[config.mk]
export PLATFORM = sky130hd
export DESIGN_NAME = tdt_timer
export DESIGN_NICKNAME = d
export VERILOG_FILES = /design/src/tdt_pkg.sv /design/src/tdt_timer.sv
export VERILOG_INCLUDE_DIRS = /design/src
export SDC_FILE = /design/constraint.sdc
export NUM_CORES = 1
export LEC_CHECK = 0
export ABC_AREA = 1
export BUFFER_PORTS_ARGS = -buffer_cell sky130_fd_sc_hd__buf_2
export CORE_ASPECT_RATIO = 0.6
export CORE_MARGIN = 1
export CORE_UTILIZATION = 30
export DETAILED_ROUTE_END_ITERATION = 8
export PLACE_DENSITY = 0.51
export SLEW_MARGIN = 15
export SYNTH_ARGS = -nofsm -noshare
export SYNTH_HDL_FRONTEND = slang
export SYNTH_SLANG_ARGS = --single-unit
[constraint.sdc]
create_clock -name clk -period 5.4 [get_ports clk]
set_clock_uncertainty 0.1 [all_clocks]
set_input_delay 1.08 -clock clk [delete_from_list [all_inputs] [get_ports clk]]
set_output_delay 1.08 -clock clk [all_outputs]
set_load 0.01 [all_outputs]
[src/tdt_defines.svh]
`ifndef TDT_DEFINES_SVH
`define TDT_DEFINES_SVH
// ----------------------------------------
// Register indexes (byte address = 4 x index)
// ----------------------------------------
`define TDT_IDX_LOW 9'h106
`define TDT_IDX_HOLD 9'h108
`define TDT_IDX_HIGH 9'h10A
`define TDT_IDX_PRLO 9'h10C
`define TDT_IDX_PRHI 9'h10E
`define TDT_IDX_CTLA 9'h110
`define TDT_IDX_CTLB 9'h112
`define TDT_IDX_IRQ 9'h120
// ----------------------------------------
// Control fields
// ----------------------------------------
`define TDT_B_ON 15
`define TDT_B_IDL 13
`define TDT_B_GATE 6
`define TDT_B_PSH 5
`define TDT_B_PSL 4
`define TDT_B_M32 3
`define TDT_B_CS 1
`define TDT_CTLA_MASK 16'hA07A
`define TDT_CTLB_MASK 16'hA072
// ----------------------------------------
// Interrupt register fields
// ----------------------------------------
`define TDT_B_FA 0
`define TDT_B_FB 1
`define TDT_B_EA 2
`define TDT_B_EB 3
// ----------------------------------------
// Reset values and prescaler limits
// ----------------------------------------
`define TDT_ZERO16 16'h0000
`define TDT_ONE16 16'h0001
`define TDT_PR_RST 16'hFFFF
`define TDT_ZERO8 8'h00
`define TDT_ONE8 8'h01
`define TDT_PS1 8'h00
`define TDT_PS8 8'h07
`define TDT_PS64 8'h3F
`define TDT_PS256 8'hFF
`endif

[src/tdt_pkg.sv]
package tdt_pkg;
  typedef logic [15:0] tdt_word_t;
  typedef enum logic {
    TDT_BUS_WAIT = 1'b0,
    TDT_BUS_DONE = 1'b1
  } tdt_bus_e;
endpackage

[src/tdt_timer.sv]
`timescale 1ns/1ps
`include "tdt_defines.svh"
module tdt_timer
  import tdt_pkg::*;
(
  input wire logic clk,
  input wire logic rst,
  input wire logic [8:0] address,
  input wire logic read,
  input wire logic write,
  input wire logic [3:0] byteenable,
  input wire logic [31:0] writedata,
  output logic [31:0] readdata,
  output logic waitrequest,
  input wire logic ext_clk_a,
  input wire logic ext_clk_b,
  input wire logic cpu_idle,
  output logic [15:0] timebase_lo,
  output logic [15:0] timebase_hi,
  output logic adc_trigger,
  output logic irq_first,
  output logic irq_period_match
);
  // ----------------------------------------
  // Helpers
  // ----------------------------------------
  function automatic logic [7:0] ps_limit(input logic [1:0] sel);
    unique case (sel)
      2'b00: ps_limit = `TDT_PS1;
      2'b01: ps_limit = `TDT_PS8;
      2'b10: ps_limit = `TDT_PS64;
      2'b11: ps_limit = `TDT_PS256;
    endcase
  endfunction

  function automatic logic runs(input tdt_word_t c, input logic idle);
    runs = c[`TDT_B_ON] & ~(idle & c[`TDT_B_IDL]);
  endfunction

  // External clock, gated or ungated instruction cycle; no asynchronous mode.
  function automatic logic src_ok(input tdt_word_t c, input logic rise,
                                  input logic lvl);
    src_ok = c[`TDT_B_CS] ? rise : (c[`TDT_B_GATE] ? lvl : 1'b1);
  endfunction

  function automatic tdt_word_t merge(input tdt_word_t old,
                                      input logic [15:0] d,
                                      input logic [1:0] be);
    merge = {be[1] ? d[15:8] : old[15:8], be[0] ? d[7:0] : old[7:0]};
  endfunction

  // ----------------------------------------
  // Bus slave
  // ----------------------------------------
  tdt_bus_e bus;
  logic ack;
  logic wr;
  logic cap;
  logic [31:0] next_rdata;
  tdt_word_t ctl_a, ctl_b, prd_lo, prd_hi, cnt_lo, cnt_hi, hold;
  logic flag_a, flag_b, en_a, en_b;

  assign ack = (bus == TDT_BUS_DONE);
  assign waitrequest = (read | write) & ~ack;
  assign wr = write & ack;
  assign cap = read & ~ack;

  always_ff @(posedge clk or posedge rst) begin
    if (rst) begin
      bus <= TDT_BUS_WAIT;
    end else begin
      unique case (bus)
        TDT_BUS_WAIT: if (read | write) bus <= TDT_BUS_DONE;
        TDT_BUS_DONE: bus <= TDT_BUS_WAIT;
      endcase
    end
  end

  always_comb begin
    next_rdata = 32'h0000_0000;
    unique case (address)
      `TDT_IDX_LOW: next_rdata[15:0] = cnt_lo;
      `TDT_IDX_HOLD: next_rdata[15:0] = hold;
      `TDT_IDX_HIGH: next_rdata[15:0] = cnt_hi;
      `TDT_IDX_PRLO: next_rdata[15:0] = prd_lo;
      `TDT_IDX_PRHI: next_rdata[15:0] = prd_hi;
      `TDT_IDX_CTLA: next_rdata[15:0] = ctl_a;
      `TDT_IDX_CTLB: next_rdata[15:0] = ctl_b;
      `TDT_IDX_IRQ: next_rdata[3:0] = {en_b, en_a, flag_b, flag_a};
      default: next_rdata = 32'h0000_0000;
    endcase
  end

  always_ff @(posedge clk or posedge rst) begin
    if (rst) readdata <= 32'h0000_0000;
    else if (cap) readdata <= next_rdata;
  end

  logic wr_low, wr_high, wr_irq;
  assign wr_low = wr & (address == `TDT_IDX_LOW);
  assign wr_high = wr & (address == `TDT_IDX_HIGH);
  assign wr_irq = wr & (address == `TDT_IDX_IRQ) & byteenable[0];

  always_ff @(posedge clk or posedge rst) begin
    if (rst) begin
      ctl_a <= `TDT_ZERO16;
      ctl_b <= `TDT_ZERO16;
      prd_lo <= `TDT_PR_RST;
      prd_hi <= `TDT_PR_RST;
    end else if (wr) begin
      unique case (address)
        `TDT_IDX_CTLA: ctl_a <= merge(ctl_a, writedata[15:0],
                                      byteenable[1:0]) & `TDT_CTLA_MASK;
        `TDT_IDX_CTLB: ctl_b <= merge(ctl_b, writedata[15:0],
                                      byteenable[1:0]) & `TDT_CTLB_MASK;
        `TDT_IDX_PRLO: prd_lo <= merge(prd_lo, writedata[15:0],
                                       byteenable[1:0]);
        `TDT_IDX_PRHI: prd_hi <= merge(prd_hi, writedata[15:0],
                                       byteenable[1:0]);
        default: ;
      endcase
    end
  end

  // Latched with the read data so the pair is taken in one cycle.
  always_ff @(posedge clk or posedge rst) begin
    if (rst) hold <= `TDT_ZERO16;
    else if (cap && address == `TDT_IDX_LOW) hold <= cnt_hi;
    else if (wr && address == `TDT_IDX_HOLD)
      hold <= merge(hold, writedata[15:0], byteenable[1:0]);
  end

  // ----------------------------------------
  // Inputs and prescalers
  // ----------------------------------------
  logic m32, ext_a_q, ext_b_q, rise_a, rise_b, fall_a, fall_b;
  logic run_a, run_b, pre_a, pre_b, tick_a_raw, tick_a, tick_b;
  logic inc_a, inc_b;
  logic [7:0] ps_a, ps_b;

  assign m32 = ctl_a[`TDT_B_M32];
  always_ff @(posedge clk or posedge rst) begin
    if (rst) begin
      ext_a_q <= 1'b0;
      ext_b_q <= 1'b0;
    end else begin
      ext_a_q <= ext_clk_a;
      ext_b_q <= ext_clk_b;
    end
  end
  assign rise_a = ext_clk_a & ~ext_a_q;
  assign rise_b = ext_clk_b & ~ext_b_q;
  assign fall_a = ~ext_clk_a & ext_a_q;
  assign fall_b = ~ext_clk_b & ext_b_q;

  assign run_a = runs(ctl_a, cpu_idle);
  assign run_b = ~m32 & runs(ctl_b, cpu_idle);
  assign pre_a = run_a & src_ok(ctl_a, rise_a, ext_clk_a);
  assign pre_b = run_b & src_ok(ctl_b, rise_b, ext_clk_b);
  assign tick_a_raw = pre_a &
    (ps_a == ps_limit(ctl_a[`TDT_B_PSH:`TDT_B_PSL]));
  assign tick_b = pre_b &
    (ps_b == ps_limit(ctl_b[`TDT_B_PSH:`TDT_B_PSL]));

  always_ff @(posedge clk or posedge rst) begin
    if (rst) ps_a <= `TDT_ZERO8;
    else if (wr_low || !ctl_a[`TDT_B_ON] || tick_a_raw) ps_a <= `TDT_ZERO8;
    else if (pre_a) ps_a <= ps_a + `TDT_ONE8;
  end

  always_ff @(posedge clk or posedge rst) begin
    if (rst) ps_b <= `TDT_ZERO8;
    else if (wr_high || !ctl_b[`TDT_B_ON] || tick_b) ps_b <= `TDT_ZERO8;
    else if (pre_b) ps_b <= ps_b + `TDT_ONE8;
  end

  // One register stage retimes a fast external prescaler output.
  always_ff @(posedge clk or posedge rst) begin
    if (rst) tick_a <= 1'b0;
    else tick_a <= tick_a_raw;
  end
  assign inc_a = tick_a & run_a;
  assign inc_b = tick_b;

  // ----------------------------------------
  // Counters
  // ----------------------------------------
  logic match32, wrap_lo, ev_a, ev_pm, gf_a, gf_b;
  assign match32 = {cnt_hi, cnt_lo} == {prd_hi, prd_lo};
  assign wrap_lo = m32 ? match32 : (cnt_lo == prd_lo);

  always_ff @(posedge clk or posedge rst) begin
    if (rst) cnt_lo <= `TDT_ZERO16;
    else if (wr_low) cnt_lo <= merge(cnt_lo, writedata[15:0],
                                     byteenable[1:0]);
    else if (inc_a) cnt_lo <= wrap_lo ? `TDT_ZERO16
                                      : cnt_lo + `TDT_ONE16;
  end

  always_ff @(posedge clk or posedge rst) begin
    if (rst) cnt_hi <= `TDT_ZERO16;
    else if (wr_high) cnt_hi <= merge(cnt_hi, writedata[15:0],
                                      byteenable[1:0]);
    else if (wr_low && m32) cnt_hi <= hold;
    else if (m32 && inc_a) begin
      if (match32) cnt_hi <= `TDT_ZERO16;
      else if (cnt_lo == `TDT_PR_RST) cnt_hi <= cnt_hi + `TDT_ONE16;
    end else if (inc_b) begin
      cnt_hi <= (cnt_hi == prd_hi) ? `TDT_ZERO16 : cnt_hi + `TDT_ONE16;
    end
  end

  assign timebase_lo = cnt_lo;
  assign timebase_hi = cnt_hi;

  // ----------------------------------------
  // Events and flags
  // ----------------------------------------
  // A gate drop ends accumulation and sets a flag; the count is left as it is.
  assign gf_a = ctl_a[`TDT_B_ON] & ctl_a[`TDT_B_GATE] &
                ~ctl_a[`TDT_B_CS] & fall_a;
  assign gf_b = run_b & ctl_b[`TDT_B_GATE] & ~ctl_b[`TDT_B_CS] & fall_b;
  assign ev_a = ~m32 & inc_a & (cnt_lo == prd_lo);
  assign ev_pm = m32 ? (inc_a & match32) : (inc_b & (cnt_hi == prd_hi));

  // Hardware set wins over a software clear in the same cycle.
  always_ff @(posedge clk or posedge rst) begin
    if (rst) begin
      flag_a <= 1'b0;
      flag_b <= 1'b0;
      en_a <= 1'b0;
      en_b <= 1'b0;
    end else begin
      if (ev_a || (!m32 && gf_a)) flag_a <= 1'b1;
      else if (wr_irq && writedata[`TDT_B_FA]) flag_a <= 1'b0;
      if (ev_pm || (m32 && gf_a) || gf_b) flag_b <= 1'b1;
      else if (wr_irq && writedata[`TDT_B_FB]) flag_b <= 1'b0;
      if (wr_irq) begin
        en_a <= writedata[`TDT_B_EA];
        en_b <= writedata[`TDT_B_EB];
      end
    end
  end

  always_ff @(posedge clk or posedge rst) begin
    if (rst) adc_trigger <= 1'b0;
    else adc_trigger <= m32 & ev_pm;
  end

  assign irq_first = flag_a & en_a;
  assign irq_period_match = flag_b & en_b;
endmodule

### Word-level counts from Yosys, hierarchy flattened

Index checks and enable logic that the tools add are counted.

* input port bits: 52
* output and inout bits: 68
* word-level logic and storage cells: 177
* register bits: 134

* reduce and logical (&&, ||, !) cells: 43
* muxes and demuxes: 34
* bitwise gates (word level): 45
* add/sub/neg operators: 4
* equal/unequal tests: 25

Operators by type and width (count)
* 2-to-1 mux 16 bit: 12
* one-hot mux 12 bit (7 select lines): 1
* equality test 9 bit (second input constant): 8
* one-hot mux 8 bit (4 select lines): 2
* 2-to-1 mux 8 bit: 6
* AND 1 bit: 34
* adder 16 x 1 -> 16 bit (second input constant): 2
* equality test 16 bit: 2
* equality test 32 bit: 1
* one-hot mux 4 bit (8 select lines): 1
* AND reduction 3 bit: 10
* adder 8 x 1 -> 8 bit (second input constant): 2
* equality test 16 bit (second input constant): 1
* equality test 8 bit: 2
* nonzero test 2 bit: 8
* 2-to-1 mux 1 bit: 11
* inverter 1 bit: 10
* equality test 2 bit (second input constant): 4
* logical AND 1 bit: 8
* inequality test 2 bit (second input constant): 4
* AND reduction 2 bit: 4
* logical OR 1 bit: 7
* inequality test 5 x 4 -> 1 bit (second input constant): 1
* equality test 2 x 1 -> 1 bit (second input constant): 2
* 5 further kinds: 8

### Longest topological paths before layout

* depth after elaboration: 11
* mapped depth: 15
* gate-level depth less buffers: 15

### Worst setup path before layout

OpenSTA, ideal clock, no wires.

* path type: input-to-reg
* start point: in address[8]
* end point: reg cnt_hi[8], in the netlist timebase_hi[8]
* library setup time: 0.118 ns
* data arrival time: 2.305 ns
* cell stages on the path: 13
* buffers on the path: 2
* data required time: 5.182 ns
* path slack: 2.877 ns
* cell sequence: buf_4 -> inv_2 -> nor3_2 -> nand2_2 -> nor2_4 -> nand2_4 -> inv_2 -> nor2_1 -> nand3_4 -> nand3_4 -> buf_6 -> nand2_1 -> o21ai_2

* longest elaborated chain between the ends: 5
* elaborated cells between the ends (all ways): 11
* those cells by class: 4 x eq/ne; 2 x mux; 2 x bitwise; 3 x reduce/logical

Ends and longest elaborated chain
* start, declared: RTL line tdt_timer.sv:8 `input wire logic [8:0] address,`
* equality test 9 bit
* AND 1 bit: RTL line tdt_timer.sv:100 `` assign wr_low = wr & (address == `TDT_IDX_LOW); ``
* logical AND 1 bit: RTL line tdt_timer.sv:204 `else if (wr_low && m32) cnt_hi <= hold;`
* inequality test 5 x 4 -> 1 bit (no source line) (tied with other cells)
* AND reduction 3 bit (no source line) / 2-to-1 mux 16 bit (equally long branches)
* end signal, assigned: RTL line tdt_timer.sv:204
* end signal, assigned: RTL line tdt_timer.sv:206 `` if (match32) cnt_hi <= `TDT_ZERO16; ``
* end signal, assigned: RTL line tdt_timer.sv:207 `` else if (cnt_lo == `TDT_PR_RST) cnt_hi <= cnt_hi + `TDT_ONE16; ``
* end, declared: RTL line tdt_timer.sv:60 `tdt_word_t ctl_a, ctl_b, prd_lo, prd_hi, cnt_lo, cnt_hi, hold;`

Parallel ways exist; a longest one is shown, timed or not.
A chain may end at the register's enable or synchronous reset.

### Final worst setup path

* start point: in read
* end point: reg hold[1]

* longest elaborated chain between the ends: 4
* elaborated cells between the ends (all ways): 6
* those cells by class: 1 x mux; 1 x bitwise; 4 x reduce/logical

Ends and longest elaborated chain
* start, declared: RTL line tdt_timer.sv:9 `input wire logic read,`
* AND 1 bit (*): RTL line tdt_timer.sv:66 `assign cap = read & ~ack;`
* logical AND 1 bit (no source line) (*)
* nonzero test 2 bit (no source line)
* AND reduction 2 bit (no source line)
* end signal, assigned: RTL line tdt_timer.sv:127 `` if (rst) hold <= `TDT_ZERO16; ``
* end signal, assigned: RTL line tdt_timer.sv:128 `` else if (cap && address == `TDT_IDX_LOW) hold <= cnt_hi; ``
* end signal, assigned: RTL line tdt_timer.sv:130 `hold <= merge(hold, writedata[15:0], byteenable[1:0]);`
* end, declared: RTL line tdt_timer.sv:60

Mark *: on every way between the ends. The rest lies on a longest branch, timed or not.

==> flow_metrics.tcl <==
set metrics [dict create \
    status "finished, violations left" \
    ys.flop_type "dfrtp_1" \
    cts_tree "done" \
    ant_nets 0 \
    fin_cells 1655 \
    drive_above_1_share_pct 16.2 \
    crit_cells 11 \
    grt_pass1_vias 7466 \
    slew_viol_final 0 \
    tightest_slew_ps 904 \
    cts_root_buf "clkbuf_16" \
    drv_cap 0 \
    path_buf_inv 6 \
    peakVddDrop_uv 233 \
    powerDensity_nw_per_um2 250 \
    cts_resized 0 \
    drt-initial-drc-count 1201 \
    grt_max_degree 95 \
    fin_setup_tns_ps 0 \
    final_util_pct 35.5 \
    fp.dieW_um 220 \
    clk_path_buf_depth 2 \
    slowest_stage "inv_1" \
    fp.dieH_um 133 \
    core_area_sq_um 27800 \
    initial_core_util_pct 30.8 \
    required_ps 5650 \
    critPathLaunchType "primary input" \
    cp.arrival_ps 3260 \
    gp_congestion 0.913 \
    yosys-top-cells-area "dfrtp_1, nand2_1, dfstp_2" \
    clk_latency_ps 440 \
    clkTransAtPathRegs_ps 60 \
    netlist_area_sq_um 8560 \
    core.rowCount 47 \
    dp.cells 1623 \
    worstSetupEndpoint "hold[1]$_DFFE_PP0P_" \
    reg2reg_from "timebase_hi[6]$_DFFE_PP0P_" \
    wl_per_cell_um 18.8 \
    period_share_pct 55.9 \
    pre_cts_slack_ps 1930 \
    grt-ovfl-total 0 \
    synth_top_cell_by_area "dfrtp_1" \
    critical_path.max_stage_delay_ps 570 \
    drc 6 \
    viasPerCell 5.06 \
    p_total_mw 2.47 \
    avgSynthCellArea_sq_um 7.14 \
    yosysMostFrequentCell "nand2_1" \
    synth_top_area_share_pct 29.8 \
    period_needed_ps 3020 \
    grtUsageTotal_pct 22.2 \
    ys_async_sr_fraction_pct 100 \
    rr_endpoint "timebase_lo[7]$_DFFE_PP0P_" \
    ys_seq_area_share_pct 39.6 \
    hold_viol 0 \
    drtPass1Iterations 9 \
    p_comb_share_pct 6.0 \
    die-area_sq_um 29200 \
    antenna_found_initial 0 \
    ys_types 47 \
    relSlewSlack_pct 39.7 \
    syn2layout_area_growth_pct 15.3 \
    critPathMaxFanout 22 \
    end_kind "flip-flop" \
    pin_count 120 \
    synth-edff-count 0 \
    setup_viol 0 \
    n_antenna_cell 0 \
    clock-sinks 134 \
    cts_hold_buf 0 \
    failed_checks "DRC" \
    power_frac_clock_pct 52.3 \
    swShare_pct 24.4 \
    hold_path.class "reg -> reg" \
    rrSetupSlack_ps 2780 \
    rsz0062_at_grt "false" \
    htree_levels 4 \
    final_nets 1331 \
    path_cells "buf_2 > inv_1 > nor2_1 > buf_4 > inv_1 > nor2_2 > inv_1 > nand2_1 > inv_1 > nand2_1 > o221ai_1" \
    synth_seq_cells 134 \
    p_int_mw 1.87 \
    p_leak_nw 4.71 \
    via_count 8381 \
    ys_warn_count 0 \
    r2r_cells 12 \
    synth_common_cells "nand2_1, inv_1, dfrtp_1" \
    worstSetupStartpoint "read" \
    p_switching_uw 603 \
    cts_setup_buffers 0 \
    dp_hpwl_mm 24.3 \
    drt_wl_total_mm 31.2 \
    p_seq_share_pct 41.7 \
    portBuffers 85 \
    cp_top_family "buffers and inverters" \
    worst_slack_ps 2380 \
    numCtsBuffers 17 \
    grt_pass1_wl_mm 47.4 \
    cpMostUsedCell "inv_1" \
    timing.fmax_ghz 0.332 \
    syn_inst 1199 \
    criticalPathCategory "in -> reg" \
]
## worst min-delay path by stage
stage | endpoint | slack, ps | start | cells after the start
2_1_floorplan | ctl_a[1]$_DFFE_PP0P_ | 350 | ctl_a[1]$_DFFE_PP0P_ | 2
3_3_place_gp | ack$_DFF_PP0_ | 350 | ack$_DFF_PP0_ | 1
3_5_place_dp | readdata[14]$_DFFE_PP0P_ | 370 | readdata[14]$_DFFE_PP0P_ | 2
4_1_cts | readdata[14]$_DFFE_PP0P_ | 380 | readdata[14]$_DFFE_PP0P_ | 2
5_1_grt | readdata[2]$_DFFE_PP0P_ | 400 | readdata[2]$_DFFE_PP0P_ | 2
6_report | ack$_DFF_PP0_ | 380 | ack$_DFF_PP0_ | 1
## layout make-up
class | instances | area (sq um)
Fill cell | 3033 | 17900
Multi-Input combinational cell | 859 | 4270
Sequential cell | 134 | 3390
Inverter | 176 | 669
Tap cell | 367 | 459
Timing Repair Buffer | 87 | 440
Clock buffer | 19 | 433
Clock inverter | 13 | 206
## power by group through the flow
stage | sequential [mW] | combinational (mW) | clock, mW
2_1_floorplan | 1.04 | 0.0922 | 0
6_report | 1.03 | 0.148 | 1.29
3_3_place_gp | 1.05 | 0.146 | 0
3_5_place_dp | 1.05 | 0.146 | 0
5_1_grt | 1.03 | 0.164 | 1.36
4_1_cts | 1.03 | 0.147 | 1.31
## logic make-up (layout without fill, tap and decap cells)
| kind of cell | after synthesis | in the layout | share of synthesized area, % |
|---|---|---|---|
| flops | 134 | 134 | 39.6 |
| xor+xnor | 35 | 35 | 3.58 |
| simple gates | 581 | 581 | 29.9 |
| other cells | 1 | 16 | 0.0438 |
| compound gates | 223 | 223 | 15.1 |
| fa+ha+maj | 4 | 4 | 0.584 |
| buf+inv | 221 | 295 | 11.1 |
## layer usage
layer	up-vias	track usage (%)	routed length, um
li1	4001	-	-
met1	3960	36.8	16400
met2	394	25.4	10700
met3	26	8.41	3770
met4	0	4.29	289
met5	-	0	0
## registers in the layout (all words and copies together) (netlist names), 6 cells and up
register     flops
hold            16
timebase_hi     16
ps_a             8
prd_hi          16
timebase_lo     16
ctl_b            6
readdata        16
ps_b             8
ctl_a            7
prd_lo          16
## layout by cell type, fill, tap and decap left out, types with 8 or more instances in the layout
cell type,n
nand2_1,378
inv_1,157
dfrtp_1,102
o21ai_0,93
buf_2,85
nor2_1,77
a21oi_1,52
nand3_1,49
dfstp_2,32
o22ai_1,24
xor2_1,23
nor3_1,22
clkbuf_16,17
o221ai_1,16
conb_1,16
inv_2,15
nand4_1,14
xnor2_1,12
a22oi_1,9
nand2_2,8
o21ai_1,8
## metrics by stage
step | hold WS, ps | cell area (sq um)
floorplan | 353 | 8620
global placement | 348 | 9240
detailed placement | 365 | 9240
CTS | 382 | 9880
global route | 404 | 9880
finish | 375 | 9880
Power figures use the tool's default switching activity.
